**src/verilog/flpc_regs.svh**
```systemverilog
// register offsets, field positions, reset values and timing for the fifo level/power block
// How it works
// RULE_01 - rx level register bits 23-16 show used rx status dwords, reset zero
// RULE_02 - bits 15-0 show rx data bytes used; frames add length rounded to dwords
// RULE_03 - tx level register bits 23-16 show used tx status dwords, reset zero
// RULE_04 - tx level bits 15-0 show free tx data bytes, reset 1200h
// RULE_05 - host never pushes more tx bytes than the free count shows
// RULE_06 - power register stays readable in every reduced power state
// RULE_07 - after reset or wake, writes are ignored until one read happens
// RULE_08 - power state bits 13-12 self clear, reset 00, 01 D1, 10 D2
// RULE_09 - byte-order test write in reduced power wakes the device
// RULE_10 - host writes only the byte-order test register while not ready
// RULE_11 - writing 1 to bit 10 resets the phy at least 100us, then clears
// RULE_12 - writes to the phy reset bit are ignored while it is set
// RULE_13 - wake frame with enable drives power event pin if output enabled
// RULE_14 - wake frame with enable raises the internal power event interrupt
// RULE_15 - energy detect with enable drives pin if enabled, always interrupt
// RULE_16 - bit 6: 0 open drain active low, 1 push-pull; kept over soft reset
// RULE_17 - ready bit 0 reads 1 only once the device has stabilised
// RULE_18 - pulse select makes the pin pulse 50ms, else it stays asserted
// RULE_19 - output enable gates only the pin, never the interrupt
// RULE_20 - reserved bits read zero and ignore writes
// RULE_21 - counts update the cycle after each push or pop
`ifndef FLPC_REGS_SVH
`define FLPC_REGS_SVH
`define FLPC_RX_LEVEL_OFS 8'h7C
`define FLPC_TX_LEVEL_OFS 8'h80
`define FLPC_POWER_OFS 8'h84
`define FLPC_RX_STATUS_RST 8'h00
`define FLPC_RX_DATA_RST 16'h0000
`define FLPC_TX_STATUS_RST 8'h00
`define FLPC_TX_FREE_RST 16'h1200
`define FLPC_DWORD_BYTES 16'h0004
`define FLPC_BIT_STATE_LO 12
`define FLPC_BIT_PHY_RESET_REQUEST 10
`define FLPC_BIT_WAKE_EN 9
`define FLPC_BIT_ENERGY_DETECT_ENABLE 8
`define FLPC_BIT_BUF_TYPE 6
`define FLPC_BIT_PULSE 3
`define FLPC_BIT_POL 2
`define FLPC_BIT_OUT_EN 1
`define FLPC_BIT_READY 0
`define FLPC_CLK_MHZ 50
`define FLPC_PHY_RESET_REQUEST_US 100
`define FLPC_PULSE_MS 50
`define FLPC_US_PER_MS 1000
`define FLPC_READY_CYCLES 8'h10
`endif

```
**src/verilog/flpc_pkg.sv**
```systemverilog
// types shared by the fifo level/power block
package flpc_pkg;
   typedef enum logic [1:0] {FLPC_D0, FLPC_D1, FLPC_D2, FLPC_DRES} flpc_state_t;
   typedef enum {FLPC_IDLE, FLPC_ANSWER} flpc_bus_t;
endpackage

```
**src/verilog/flpc_top.sv**
```systemverilog
// fifo level and power control registers behind an avalon-mm slave
//
// The Avalon-MM interface to the registers was chosen for this implementation.
`timescale 1ns/1ps
`include "flpc_regs.svh"
module flpc_top
   import flpc_pkg::*;
#(
   parameter int PHY_RESET_CYCLES = `FLPC_PHY_RESET_REQUEST_US * `FLPC_CLK_MHZ,
   parameter int PULSE_CYCLES = `FLPC_PULSE_MS * `FLPC_US_PER_MS * `FLPC_CLK_MHZ
) (
   input wire logic clock_in,
   input wire logic rst_n_in,
   input wire logic soft_reset_in,
   input wire logic [7:0] address_in,
   input wire logic read_in,
   input wire logic write_in,
   input wire logic [31:0] writedata_in,
   input wire logic [3:0] byteenable_in,
   output logic [31:0] readdata_out,
   output logic waitrequest_out,
   input wire logic rx_status_push_in,
   input wire logic rx_status_pop_in,
   input wire logic rx_data_push_in,
   input wire logic [15:0] rx_frame_len_in,
   input wire logic rx_data_pop_in,
   input wire logic tx_status_push_in,
   input wire logic tx_status_pop_in,
   input wire logic tx_data_push_in,
   input wire logic tx_data_drain_in,
   input wire logic byte_test_write_in,
   input wire logic wake_frame_event_in,
   input wire logic energy_detect_event_in,
   output logic [1:0] power_state_out,
   output logic phy_reset_out,
   output logic power_event_interrupt_out,
   output logic power_event_out,
   output logic power_event_oe_out
);
   flpc_bus_t bus_ff;
   logic [7:0] rx_status_used_dwords_ff;
   logic [15:0] rx_data_used_bytes_ff;
   logic [7:0] tx_status_used_dwords_ff;
   logic [15:0] tx_data_free_bytes_ff;
   flpc_state_t power_state_select_ff;
   logic phy_reset_request_ff;
   logic [31:0] phy_cnt_ff;
   logic wake_frame_enable_ff;
   logic energy_detect_enable_ff;
   logic power_event_buffer_type_ff;
   logic power_event_pulse_select_ff;
   logic power_event_polarity_ff;
   logic power_event_output_enable_ff;
   logic ready_ff;
   logic [7:0] ready_cnt_ff;
   logic read_seen_ff;
   logic event_hold_ff;
   logic [31:0] pulse_cnt_ff;
   logic [15:0] rx_len_dw;
   logic do_write, do_read, pw_write, trigger, pin_active;
   logic [31:0] nxt_readdata;
   logic [31:0] power_word;

   // the access completes at the edge where waitrequest is seen low
   assign do_write = write_in && (bus_ff == FLPC_ANSWER);
   assign do_read = read_in && (bus_ff == FLPC_ANSWER);
   // writes before the first read are dropped so a waking bus cannot corrupt state
   assign pw_write = do_write && read_seen_ff && (address_in == `FLPC_POWER_OFS); // [RULE_07]
   assign rx_len_dw = (rx_frame_len_in + 16'h0003) & 16'hFFFC; // [RULE_02]
   assign trigger = (wake_frame_enable_ff && wake_frame_event_in) // [RULE_14]
      || (energy_detect_enable_ff && energy_detect_event_in); // [RULE_15]
   assign pin_active = event_hold_ff && power_event_output_enable_ff; // [RULE_19]

   always_comb begin
      power_word = 32'h0000_0000; // [RULE_20]
      power_word[`FLPC_BIT_STATE_LO+1:`FLPC_BIT_STATE_LO] = power_state_select_ff;
      power_word[`FLPC_BIT_PHY_RESET_REQUEST] = phy_reset_request_ff;
      power_word[`FLPC_BIT_WAKE_EN] = wake_frame_enable_ff;
      power_word[`FLPC_BIT_ENERGY_DETECT_ENABLE] = energy_detect_enable_ff;
      power_word[`FLPC_BIT_BUF_TYPE] = power_event_buffer_type_ff;
      power_word[`FLPC_BIT_PULSE] = power_event_pulse_select_ff;
      power_word[`FLPC_BIT_POL] = power_event_polarity_ff;
      power_word[`FLPC_BIT_OUT_EN] = power_event_output_enable_ff;
      power_word[`FLPC_BIT_READY] = ready_ff; // [RULE_17]
      case (address_in)
         `FLPC_RX_LEVEL_OFS: nxt_readdata = {8'h00, rx_status_used_dwords_ff,
            rx_data_used_bytes_ff}; // [RULE_01] [RULE_02]
         `FLPC_TX_LEVEL_OFS: nxt_readdata = {8'h00, tx_status_used_dwords_ff,
            tx_data_free_bytes_ff}; // [RULE_03] [RULE_04]
         `FLPC_POWER_OFS: nxt_readdata = power_word; // [RULE_06]
         default: nxt_readdata = 32'h0000_0000;
      endcase
   end

   // one wait state on every access; readable in any power state
   always_ff @(posedge clock_in or negedge rst_n_in) begin
      if (!rst_n_in) begin
         bus_ff <= FLPC_IDLE;
         waitrequest_out <= 1'b1;
         readdata_out <= 32'h0000_0000;
      end else begin
         case (bus_ff)
            FLPC_IDLE: begin
               if (read_in || write_in) begin
                  bus_ff <= FLPC_ANSWER;
                  waitrequest_out <= 1'b0;
                  readdata_out <= read_in ? nxt_readdata : 32'h0000_0000; // [RULE_06]
               end
            end
            FLPC_ANSWER: begin
               bus_ff <= FLPC_IDLE;
               waitrequest_out <= 1'b1;
            end
            default: begin
               bus_ff <= FLPC_IDLE;
               waitrequest_out <= 1'b1;
            end
         endcase
      end
   end

   // fifo level counters; the host keeps pushes within the free count
   always_ff @(posedge clock_in or negedge rst_n_in) begin
      if (!rst_n_in) begin
         rx_status_used_dwords_ff <= `FLPC_RX_STATUS_RST;
         rx_data_used_bytes_ff <= `FLPC_RX_DATA_RST;
         tx_status_used_dwords_ff <= `FLPC_TX_STATUS_RST;
         tx_data_free_bytes_ff <= `FLPC_TX_FREE_RST;
      end else begin
         rx_status_used_dwords_ff <= rx_status_used_dwords_ff
            + {7'h00, rx_status_push_in} - {7'h00, rx_status_pop_in}; // [RULE_01] [RULE_21]
         rx_data_used_bytes_ff <= rx_data_used_bytes_ff
            + (rx_data_push_in ? rx_len_dw : 16'h0000)
            - (rx_data_pop_in ? `FLPC_DWORD_BYTES : 16'h0000); // [RULE_02] [RULE_21]
         tx_status_used_dwords_ff <= tx_status_used_dwords_ff
            + {7'h00, tx_status_push_in} - {7'h00, tx_status_pop_in}; // [RULE_03] [RULE_21]
         tx_data_free_bytes_ff <= tx_data_free_bytes_ff // [RULE_05]
            - (tx_data_push_in ? `FLPC_DWORD_BYTES : 16'h0000)
            + (tx_data_drain_in ? `FLPC_DWORD_BYTES : 16'h0000); // [RULE_04] [RULE_21]
      end
   end

   // power state, ready and first-read tracking
   always_ff @(posedge clock_in or negedge rst_n_in) begin
      if (!rst_n_in) begin
         power_state_select_ff <= FLPC_D0;
         ready_ff <= 1'b0;
         ready_cnt_ff <= 8'h00;
         read_seen_ff <= 1'b0;
      end else if (power_state_select_ff != FLPC_D0 && byte_test_write_in) begin
         power_state_select_ff <= FLPC_D0; // [RULE_08] [RULE_09]
         ready_ff <= 1'b0;
         ready_cnt_ff <= 8'h00;
         read_seen_ff <= 1'b0; // [RULE_07]
      end else begin
         if (!ready_ff) begin
            ready_cnt_ff <= ready_cnt_ff + 8'h01;
            ready_ff <= (ready_cnt_ff == `FLPC_READY_CYCLES - 8'h01); // [RULE_17]
         end
         if (do_read) begin
            read_seen_ff <= 1'b1; // [RULE_07]
         end
         // the reserved encoding is refused rather than stored
         if (pw_write && byteenable_in[1] && ready_ff
             && writedata_in[`FLPC_BIT_STATE_LO+1:`FLPC_BIT_STATE_LO] != 2'b11) begin
            power_state_select_ff <= flpc_state_t'(
               writedata_in[`FLPC_BIT_STATE_LO+1:`FLPC_BIT_STATE_LO]); // [RULE_08]
         end
      end
   end

   // phy reset held for the full time, writes ignored while it runs
   always_ff @(posedge clock_in or negedge rst_n_in) begin
      if (!rst_n_in) begin
         phy_reset_request_ff <= 1'b0;
         phy_cnt_ff <= 32'h0000_0000;
      end else if (phy_reset_request_ff) begin
         phy_cnt_ff <= phy_cnt_ff + 32'h0000_0001;
         if (phy_cnt_ff == 32'(PHY_RESET_CYCLES - 1)) begin
            phy_reset_request_ff <= 1'b0; // [RULE_11]
         end
      end else if (pw_write && byteenable_in[1] && writedata_in[`FLPC_BIT_PHY_RESET_REQUEST]) begin
         phy_reset_request_ff <= 1'b1; // [RULE_11] [RULE_12]
         phy_cnt_ff <= 32'h0000_0000;
      end
   end

   // control bits; buffer type and polarity survive soft reset
   always_ff @(posedge clock_in or negedge rst_n_in) begin
      if (!rst_n_in) begin
         wake_frame_enable_ff <= 1'b0;
         energy_detect_enable_ff <= 1'b0;
         power_event_buffer_type_ff <= 1'b0;
         power_event_pulse_select_ff <= 1'b0;
         power_event_polarity_ff <= 1'b0;
         power_event_output_enable_ff <= 1'b0;
      end else if (soft_reset_in) begin
         wake_frame_enable_ff <= 1'b0;
         energy_detect_enable_ff <= 1'b0;
         power_event_pulse_select_ff <= 1'b0;
         power_event_output_enable_ff <= 1'b0; // [RULE_16]
      end else if (pw_write) begin
         if (byteenable_in[1]) begin
            wake_frame_enable_ff <= writedata_in[`FLPC_BIT_WAKE_EN];
            energy_detect_enable_ff <= writedata_in[`FLPC_BIT_ENERGY_DETECT_ENABLE];
         end
         if (byteenable_in[0]) begin
            power_event_buffer_type_ff <= writedata_in[`FLPC_BIT_BUF_TYPE]; // [RULE_16]
            power_event_pulse_select_ff <= writedata_in[`FLPC_BIT_PULSE];
            power_event_polarity_ff <= writedata_in[`FLPC_BIT_POL];
            power_event_output_enable_ff <= writedata_in[`FLPC_BIT_OUT_EN];
         end
      end
   end

   // event latch: static until the enables drop, or a timed pulse
   always_ff @(posedge clock_in or negedge rst_n_in) begin
      if (!rst_n_in) begin
         event_hold_ff <= 1'b0;
         pulse_cnt_ff <= 32'h0000_0000;
         power_event_interrupt_out <= 1'b0;
      end else begin
         power_event_interrupt_out <= trigger; // [RULE_14] [RULE_15] [RULE_19]
         if (trigger) begin
            event_hold_ff <= 1'b1; // [RULE_13] [RULE_15]
            pulse_cnt_ff <= 32'h0000_0000;
         end else if (!wake_frame_enable_ff && !energy_detect_enable_ff) begin
            event_hold_ff <= 1'b0;
         end else if (event_hold_ff && power_event_pulse_select_ff) begin
            pulse_cnt_ff <= pulse_cnt_ff + 32'h0000_0001;
            if (pulse_cnt_ff == 32'(PULSE_CYCLES - 1)) begin
               event_hold_ff <= 1'b0; // [RULE_18]
            end
         end
      end
   end

   // open drain only ever pulls low; push-pull follows the polarity
   always_ff @(posedge clock_in or negedge rst_n_in) begin
      if (!rst_n_in) begin
         power_event_out <= 1'b0;
         power_event_oe_out <= 1'b0;
         power_state_out <= 2'b00;
         phy_reset_out <= 1'b0;
      end else begin
         power_state_out <= power_state_select_ff;
         phy_reset_out <= phy_reset_request_ff;
         if (power_event_buffer_type_ff) begin
            power_event_oe_out <= 1'b1;
            power_event_out <= pin_active ~^ power_event_polarity_ff; // [RULE_16]
         end else begin
            power_event_oe_out <= pin_active; // [RULE_13] [RULE_16]
            power_event_out <= 1'b0;
         end
      end
   end
endmodule
```
**config.mk**
```make
export PLATFORM = sky130hd
export DESIGN_NAME = flpc_top
export DESIGN_NICKNAME = d
export VERILOG_FILES = /design/src/verilog/flpc_pkg.sv /design/src/verilog/flpc_top.sv
export VERILOG_INCLUDE_DIRS = /design/src /design/src/verilog
export SDC_FILE = /design/constraint.sdc
export NUM_CORES = 1
export LEC_CHECK = 0
export BUFFER_PORTS_ARGS = -buffer_cell sky130_fd_sc_hd__buf_2
export CORE_UTILIZATION = 50
export DETAILED_ROUTE_END_ITERATION = 6
export GPL_ROUTABILITY_DRIVEN = 0
export PLACE_DENSITY = 0.72
export SKIP_LAST_GASP = 1
export SLEW_MARGIN = 20
export SYNTH_ARGS = -nofsm -noshare
export SYNTH_HDL_FRONTEND = slang
export SYNTH_SLANG_ARGS = --single-unit
```
**constraint.sdc**
```tcl
create_clock -name clock_in -period 2.52 [get_ports clock_in]
set_input_delay 0.378 -clock clock_in [delete_from_list [all_inputs] [get_ports clock_in]]
set_output_delay 0.378 -clock clock_in [all_outputs]
set_load 0.005 [all_outputs]
```
## Word-level counts from Yosys, hierarchy flattened

Cells that the tools add are included.

- Bitwise gates (word level): 2
- Muxes and demuxes: 44
- Add/sub/neg operators: 12
- Reduce and logical (&&, ||, !) cells: 35
- Equality and inequality tests: 11

Operators by type and width:

| kind | number |
|---|---|
| $mux 32 | 8 |
| $pmux 24 s3 | 1 |
| $add 32x1->32 const B | 2 |
| $eq 32x13->1 const B | 1 |
| $eq 32x2->1 const B | 1 |
| $eq 32x22->1 const B | 1 |
| $logic_not 32->1 | 1 |
| $sub 16x3->16 | 2 |
| $mux 1 | 27 |
| $add 16x16->16 | 1 |
| $add 16x2->16 const B | 1 |
| $add 16x3->16 | 1 |
| $add 8x1->8 | 2 |
| $eq 8x8->1 const B | 2 |
| $mux 16 | 1 |
| $mux 8 | 2 |
| $reduce_bool 2->1 | 8 |
| $sub 8x1->8 | 2 |
| $logic_and 1x1->1 | 14 |
| $reduce_and 2->1 | 5 |
| $mux 3 | 3 |
| $add 8x1->8 const B | 1 |
| $eq 8x4->1 const B | 1 |
| $eq 8x7->1 const B | 1 |
| 9 further kinds | 15 |

- Register bits: 203
- Input port bits: 76

## Depth between registers and ports, before layout

- Depth after elaboration: 9
- Mapped depth: 15
- Mapped depth without buffers: 15

## Worst setup path before layout

OpenSTA, ideal clock, no wires.

- Kind: input -> register
- Start point: in rx_frame_len_in[1]
- End point: reg rx_data_used_bytes_ff[15]
- Path buffers: 0
- Setup time: 0.127 ns
- Arrival time: 2.655 ns
- Cell stages on the path: 15
- Setup slack: -0.262 ns
- Path through: o211a_1 -> nand4_1 -> nor2_1 -> nand2_1 -> xnor2_1 -> nand2_1 -> ha_1 -> inv_1 -> ha_1 -> a21o_1 -> a21oi_1 -> o21ai_0 -> a21oi_1 -> o21ai_0 -> xnor2_1

- Cells in the longest elaborated chain, start to end: 4

Ends and longest elaborated chain:

| element | RTL line | source |
|---|---|---|
| start, declared | flpc_top.sv:25 | `input wire logic [15:0] rx_frame_len_in,` |
| $add 16x2->16 | flpc_top.sv:69 | `assign rx_len_dw = (rx_frame_len_in + 16'h0003) & 16'hFFFC;` |
| $mux 16 | flpc_top.sv:133 | `+ (rx_data_push_in ? rx_len_dw : 16'h0000)` |
| $add 16x16->16 | flpc_top.sv:133 |  |
| $sub 16x3->16 | flpc_top.sv:132 | `rx_data_used_bytes_ff <= rx_data_used_bytes_ff` |
| end signal, assigned | flpc_top.sv:126 | `` rx_data_used_bytes_ff <= `FLPC_RX_DATA_RST; `` |
| end signal, assigned | flpc_top.sv:132 |  |
| end, declared | flpc_top.sv:42 | `logic [15:0] rx_data_used_bytes_ff;` |

No other way between the ends.
A chain may end at the register's enable or synchronous reset.

## Final worst setup path

- Start point: reg tx_data_free_bytes_ff[2]
- End point: reg tx_data_free_bytes_ff[14]

- Cells in the longest elaborated chain, start to end: 2

Ends and longest elaborated chain:

| element | RTL line | source |
|---|---|---|
| start, declared | flpc_top.sv:44 | `logic [15:0] tx_data_free_bytes_ff;` |
| start signal, assigned | flpc_top.sv:128 | `` tx_data_free_bytes_ff <= `FLPC_TX_FREE_RST; `` |
| start signal, assigned | flpc_top.sv:137 | `tx_data_free_bytes_ff <= tx_data_free_bytes_ff` |
| $sub 16x3->16 | flpc_top.sv:137 |  |
| $add 16x3->16 | flpc_top.sv:137 |  |

No other way between the ends.

==> impl_metrics.tcl <==
set metrics [dict create \
    drtIter0Drc 610 \
    hold_ws_ns 0.174 \
    htree_levels 4 \
    cp_num_buf_inv 2 \
    drt-vias-per-instance 5.57 \
    maxCapViolations 0 \
    ys.flop_type "dfrtp_1" \
    ys_async_sr_fraction_pct 100 \
    grt_max_degree 57 \
    final_area_mm2 0.0111 \
    drive_above_1_share_pct 19.9 \
    rsz0062_at_grt "true" \
    grt-ovfl-total 0 \
    fillers 1464 \
    pwr-share-comb_pct 49.1 \
    dieArea_mm2 0.0192 \
    avgSynthCellArea_um2 9.30 \
    met3_usage_pct 3.81 \
    dpl_cell_area_mm2 0.0104 \
    ys_types 69 \
    grt_pass1_vias 7314 \
    routedWlPerCell_um 14.9 \
    row_count 49 \
    io_buffers 81 \
    grt_usage_pct 22.5 \
    p_sw_mw 4.61 \
    startpoint_type "flip-flop" \
    clock_path_buffers 2 \
    final_nets 1271 \
    status "complete, but fails checks" \
    synth.area.top_cells "dfrtp_1 (42%), ha_1 (7.7%), xnor2_1 (5.3%)" \
    synth_seq_area_share_pct 43.1 \
    syn_inst 1001 \
    io_pins 115 \
    post-route-util_pct 61.5 \
    power.density_cell_area_mw_per_mm2 1120 \
    clock_latency_ns 0.42 \
    ys_ff_latch 160 \
    routed_wl_um 20500 \
    stdcell_count 1374 \
    finalPower_mw 12.4 \
    antenna_found_initial 0 \
    crit_path_top_delay_cell "or4b_1" \
    fp.dieH_um 138 \
    worstPathMaxFanout 2 \
    arrival_ns 2.92 \
    die_x_um 138 \
    use_met2_pct 37.6 \
    rrSetupSlack_ns -0.05 \
    intPower_mw 7.79 \
    finalMaxSlewViolations 0 \
    max-slew-margin-rel_pct 44.7 \
    yosysWarnings 0 \
    worst_slew_pin_slew_ns 0.829 \
    post-dp-hpwl_um 15000 \
    leakage_nw 5.29 \
    clockPowerShare_pct 21.5 \
    min_period_over_period_pct 102 \
    violations "DRC, setup timing" \
    min_to "rx_status_used_dwords_ff[0]$_DFF_PN0_" \
    synth_top_cell_by_area "dfrtp_1" \
    num_vias 7648 \
    core_mm2 0.0181 \
    multiInputGateArea_mm2 0.00495 \
    min_path_cells 2 \
    synth_top_area_share_pct 42.2 \
    cp_top_family "adder cells" \
    clock_skew_ns 0.00686 \
    ant_nets 0 \
    crit_required_ns 2.87 \
    antenna_cells 0 \
    hp-start "rx_status_push_in" \
    route.detailed.drc 6 \
    cts_buffers 17 \
    clkTransAtPathRegs_ns 0.07 \
    fmax_mhz 389 \
    cp-end-kind "flip-flop" \
    p_seq_share_pct 29.4 \
    r2r_cells 11 \
    p_sw_share_pct 37.2 \
    crit_chain "inv_2, fa_2, inv_2, ha_4, ha_4, o21ai_4, a211oi_2, or4b_1, a31o_2, a21oi_2, xnor2_1" \
    use_met1_pct 29.6 \
    netlist_area_mm2 0.00931 \
    rr_endpoint "tx_data_free_bytes_ff[14]$_DFF_PN0_" \
    cts_root_buffer "clkbuf_16" \
    critical_path_class "reg2reg" \
    dr.pass1.iters 7 \
    peakVddDrop_mv 0.630 \
    area_growth_pct 19.4 \
    grt_pass1_wl_um 34900 \
    fin_crit_ns 2.57 \
    final-seq-area_mm2 0.00401 \
    start_util_pct 51.5 \
    setup_viol 2 \
    min_path_type "in2reg" \
    synth_edf_count 0 \
    grt_busiest_layer "met2" \
    r2r_start "tx_data_free_bytes_ff[2]$_DFF_PN0_" \
    cts.sinks 160 \
    hold_viol 0 \
    timing.final.ws_setup_ns -0.0501 \
    cts_tree "yes" \
    dp.cells 1336 \
    critPathMaxStageDelay_ns 0.54 \
]
[area by class of cell]
cell class	instances	area share, %
multi-input cells	714	44.5
well taps	229	2.58
flip-flops and latches	160	36.0
repair buffers	142	8.07
clock inverters	12	1.42
clock buffers	20	4.11
inverters	97	3.28
[per-layer routing]
metal	up-vias	routed length (um)
met5	-	0
met4	0	367
met3	28	724
met2	166	10100
met1	3689	9360
li1	3765	-
[sequential cells by signal, indices dropped and copies added, names as in the netlist, 2 cells and up]
signal,cells
readdata_out,24
power_state_select_ff,2
power_state_out,2
pulse_cnt_ff,32
rx_data_used_bytes_ff,14
phy_cnt_ff,32
tx_data_free_bytes_ff,14
tx_status_used_dwords_ff,8
ready_cnt_ff,8
rx_status_used_dwords_ff,8
[power by group through the flow]
stage          clock network (mW)  registers, mW  logic, mW
2_1_floorplan                   0           3.53       4.33
3_3_place_gp                    0           3.66       5.59
3_5_place_dp                    0           3.67       5.81
4_1_cts                      2.71           3.63       5.94
5_1_grt                      2.82           3.71       6.91
6_report                     2.66           3.64       6.09
[cell usage after synthesis, drive strengths merged, types with 7 or more instances]
cell	number
a21o	10
a21oi	36
a222oi	8
a22oi	15
a31oi	7
and3	18
buf	14
clkbuf	23
dfrtp	157
ha	57
inv	97
mux2i	11
nand2	85
nand2b	7
nand3	48
nand4	25
nor2	86
nor2b	9
nor3	25
nor4	13
o21a	7
o21ai	77
o31ai	10
xnor2	56
xor2	24
[metrics by stage]
stage | setup TNS [ns] | setup WS, ns
6_report | -0.0685 | -0.0501
5_1_grt | -0.477 | -0.194
4_1_cts | -0.0625 | -0.0339
3_5_place_dp | -3.30 | -0.344
3_3_place_gp | -2.72 | -0.287
2_1_floorplan | -0.0444 | -0.0245
[worst register-to-register path: cells and delay by family (launching register included)]
family,cells,cell delay [ns]
compound gates,4,0.63
flops,1,0.37
buf+inv,2,0.13
xor+xnor,1,0.13
fa+ha+maj,3,0.70
simple gates,1,0.54
[how the worst max path moves through the flow]
stage	start	to	slack (ns)	cells after the start
after floorplan	rx_frame_len_in[1]	rx_data_used_bytes_ff[9]$_DFF_PN0_	-0.02	12
after global placement	rx_frame_len_in[1]	rx_data_used_bytes_ff[13]$_DFF_PN0_	-0.29	13
after detailed placement	rx_frame_len_in[2]	rx_data_used_bytes_ff[9]$_DFF_PN0_	-0.34	12
after CTS	tx_data_free_bytes_ff[2]$_DFF_PN0_	tx_data_free_bytes_ff[14]$_DFF_PN0_	-0.03	11
after global routing	tx_data_free_bytes_ff[2]$_DFF_PN0_	tx_data_free_bytes_ff[14]$_DFF_PN0_	-0.19	11
final	tx_data_free_bytes_ff[2]$_DFF_PN0_	tx_data_free_bytes_ff[14]$_DFF_PN0_	-0.05	11
[layout by cell type, fill, tap and decap left out, types with 5 or more instances in the layout]
cell and n:
a21o_1 10, buf_4 58, a21oi_1 32, o211ai_1 6
and4_1 5, o31ai_1 8, or3_1 6, conb_1 8
nand3_1 45, nor3_1 24, nand2_1 85, xor2_1 24
nor4b_1 5, nor2_1 84, nand4_1 23, o21ai_0 67
and2_1 5, and3_1 17, xnor2_1 56, o21a_1 7
o21ai_1 6, nor2b_1 8, a31oi_1 6, dfrtp_1 157
clkbuf_16 17, buf_2 80, nor4_1 12, a222oi_1 8
inv_1 93, ha_1 53, nand2b_1 6, a22oi_1 15
mux2i_1 11
[what timing repair did]
item | 4_1_cts | 5_1_grt
hold buffers | 1 | 0
endpoints found under the hold margin | 32 | 0
pin swaps | 8 | 13
setup endpoints to repair | 3 | 9
buffers inserted | 2 | 3
resized for setup | 5 | 10
[cell families after synthesis]
family	Yosys count	share of synthesized area, %
compound gates	199	13.6
xor+xnor	80	7.53
fa+ha+maj	63	8.95
buf+inv	134	5.93
flops	160	43.1
mux	13	1.42
other cells	1	0.0403
simple gates	351	19.5
No activity file was read; power rests on OpenSTA's default activity.
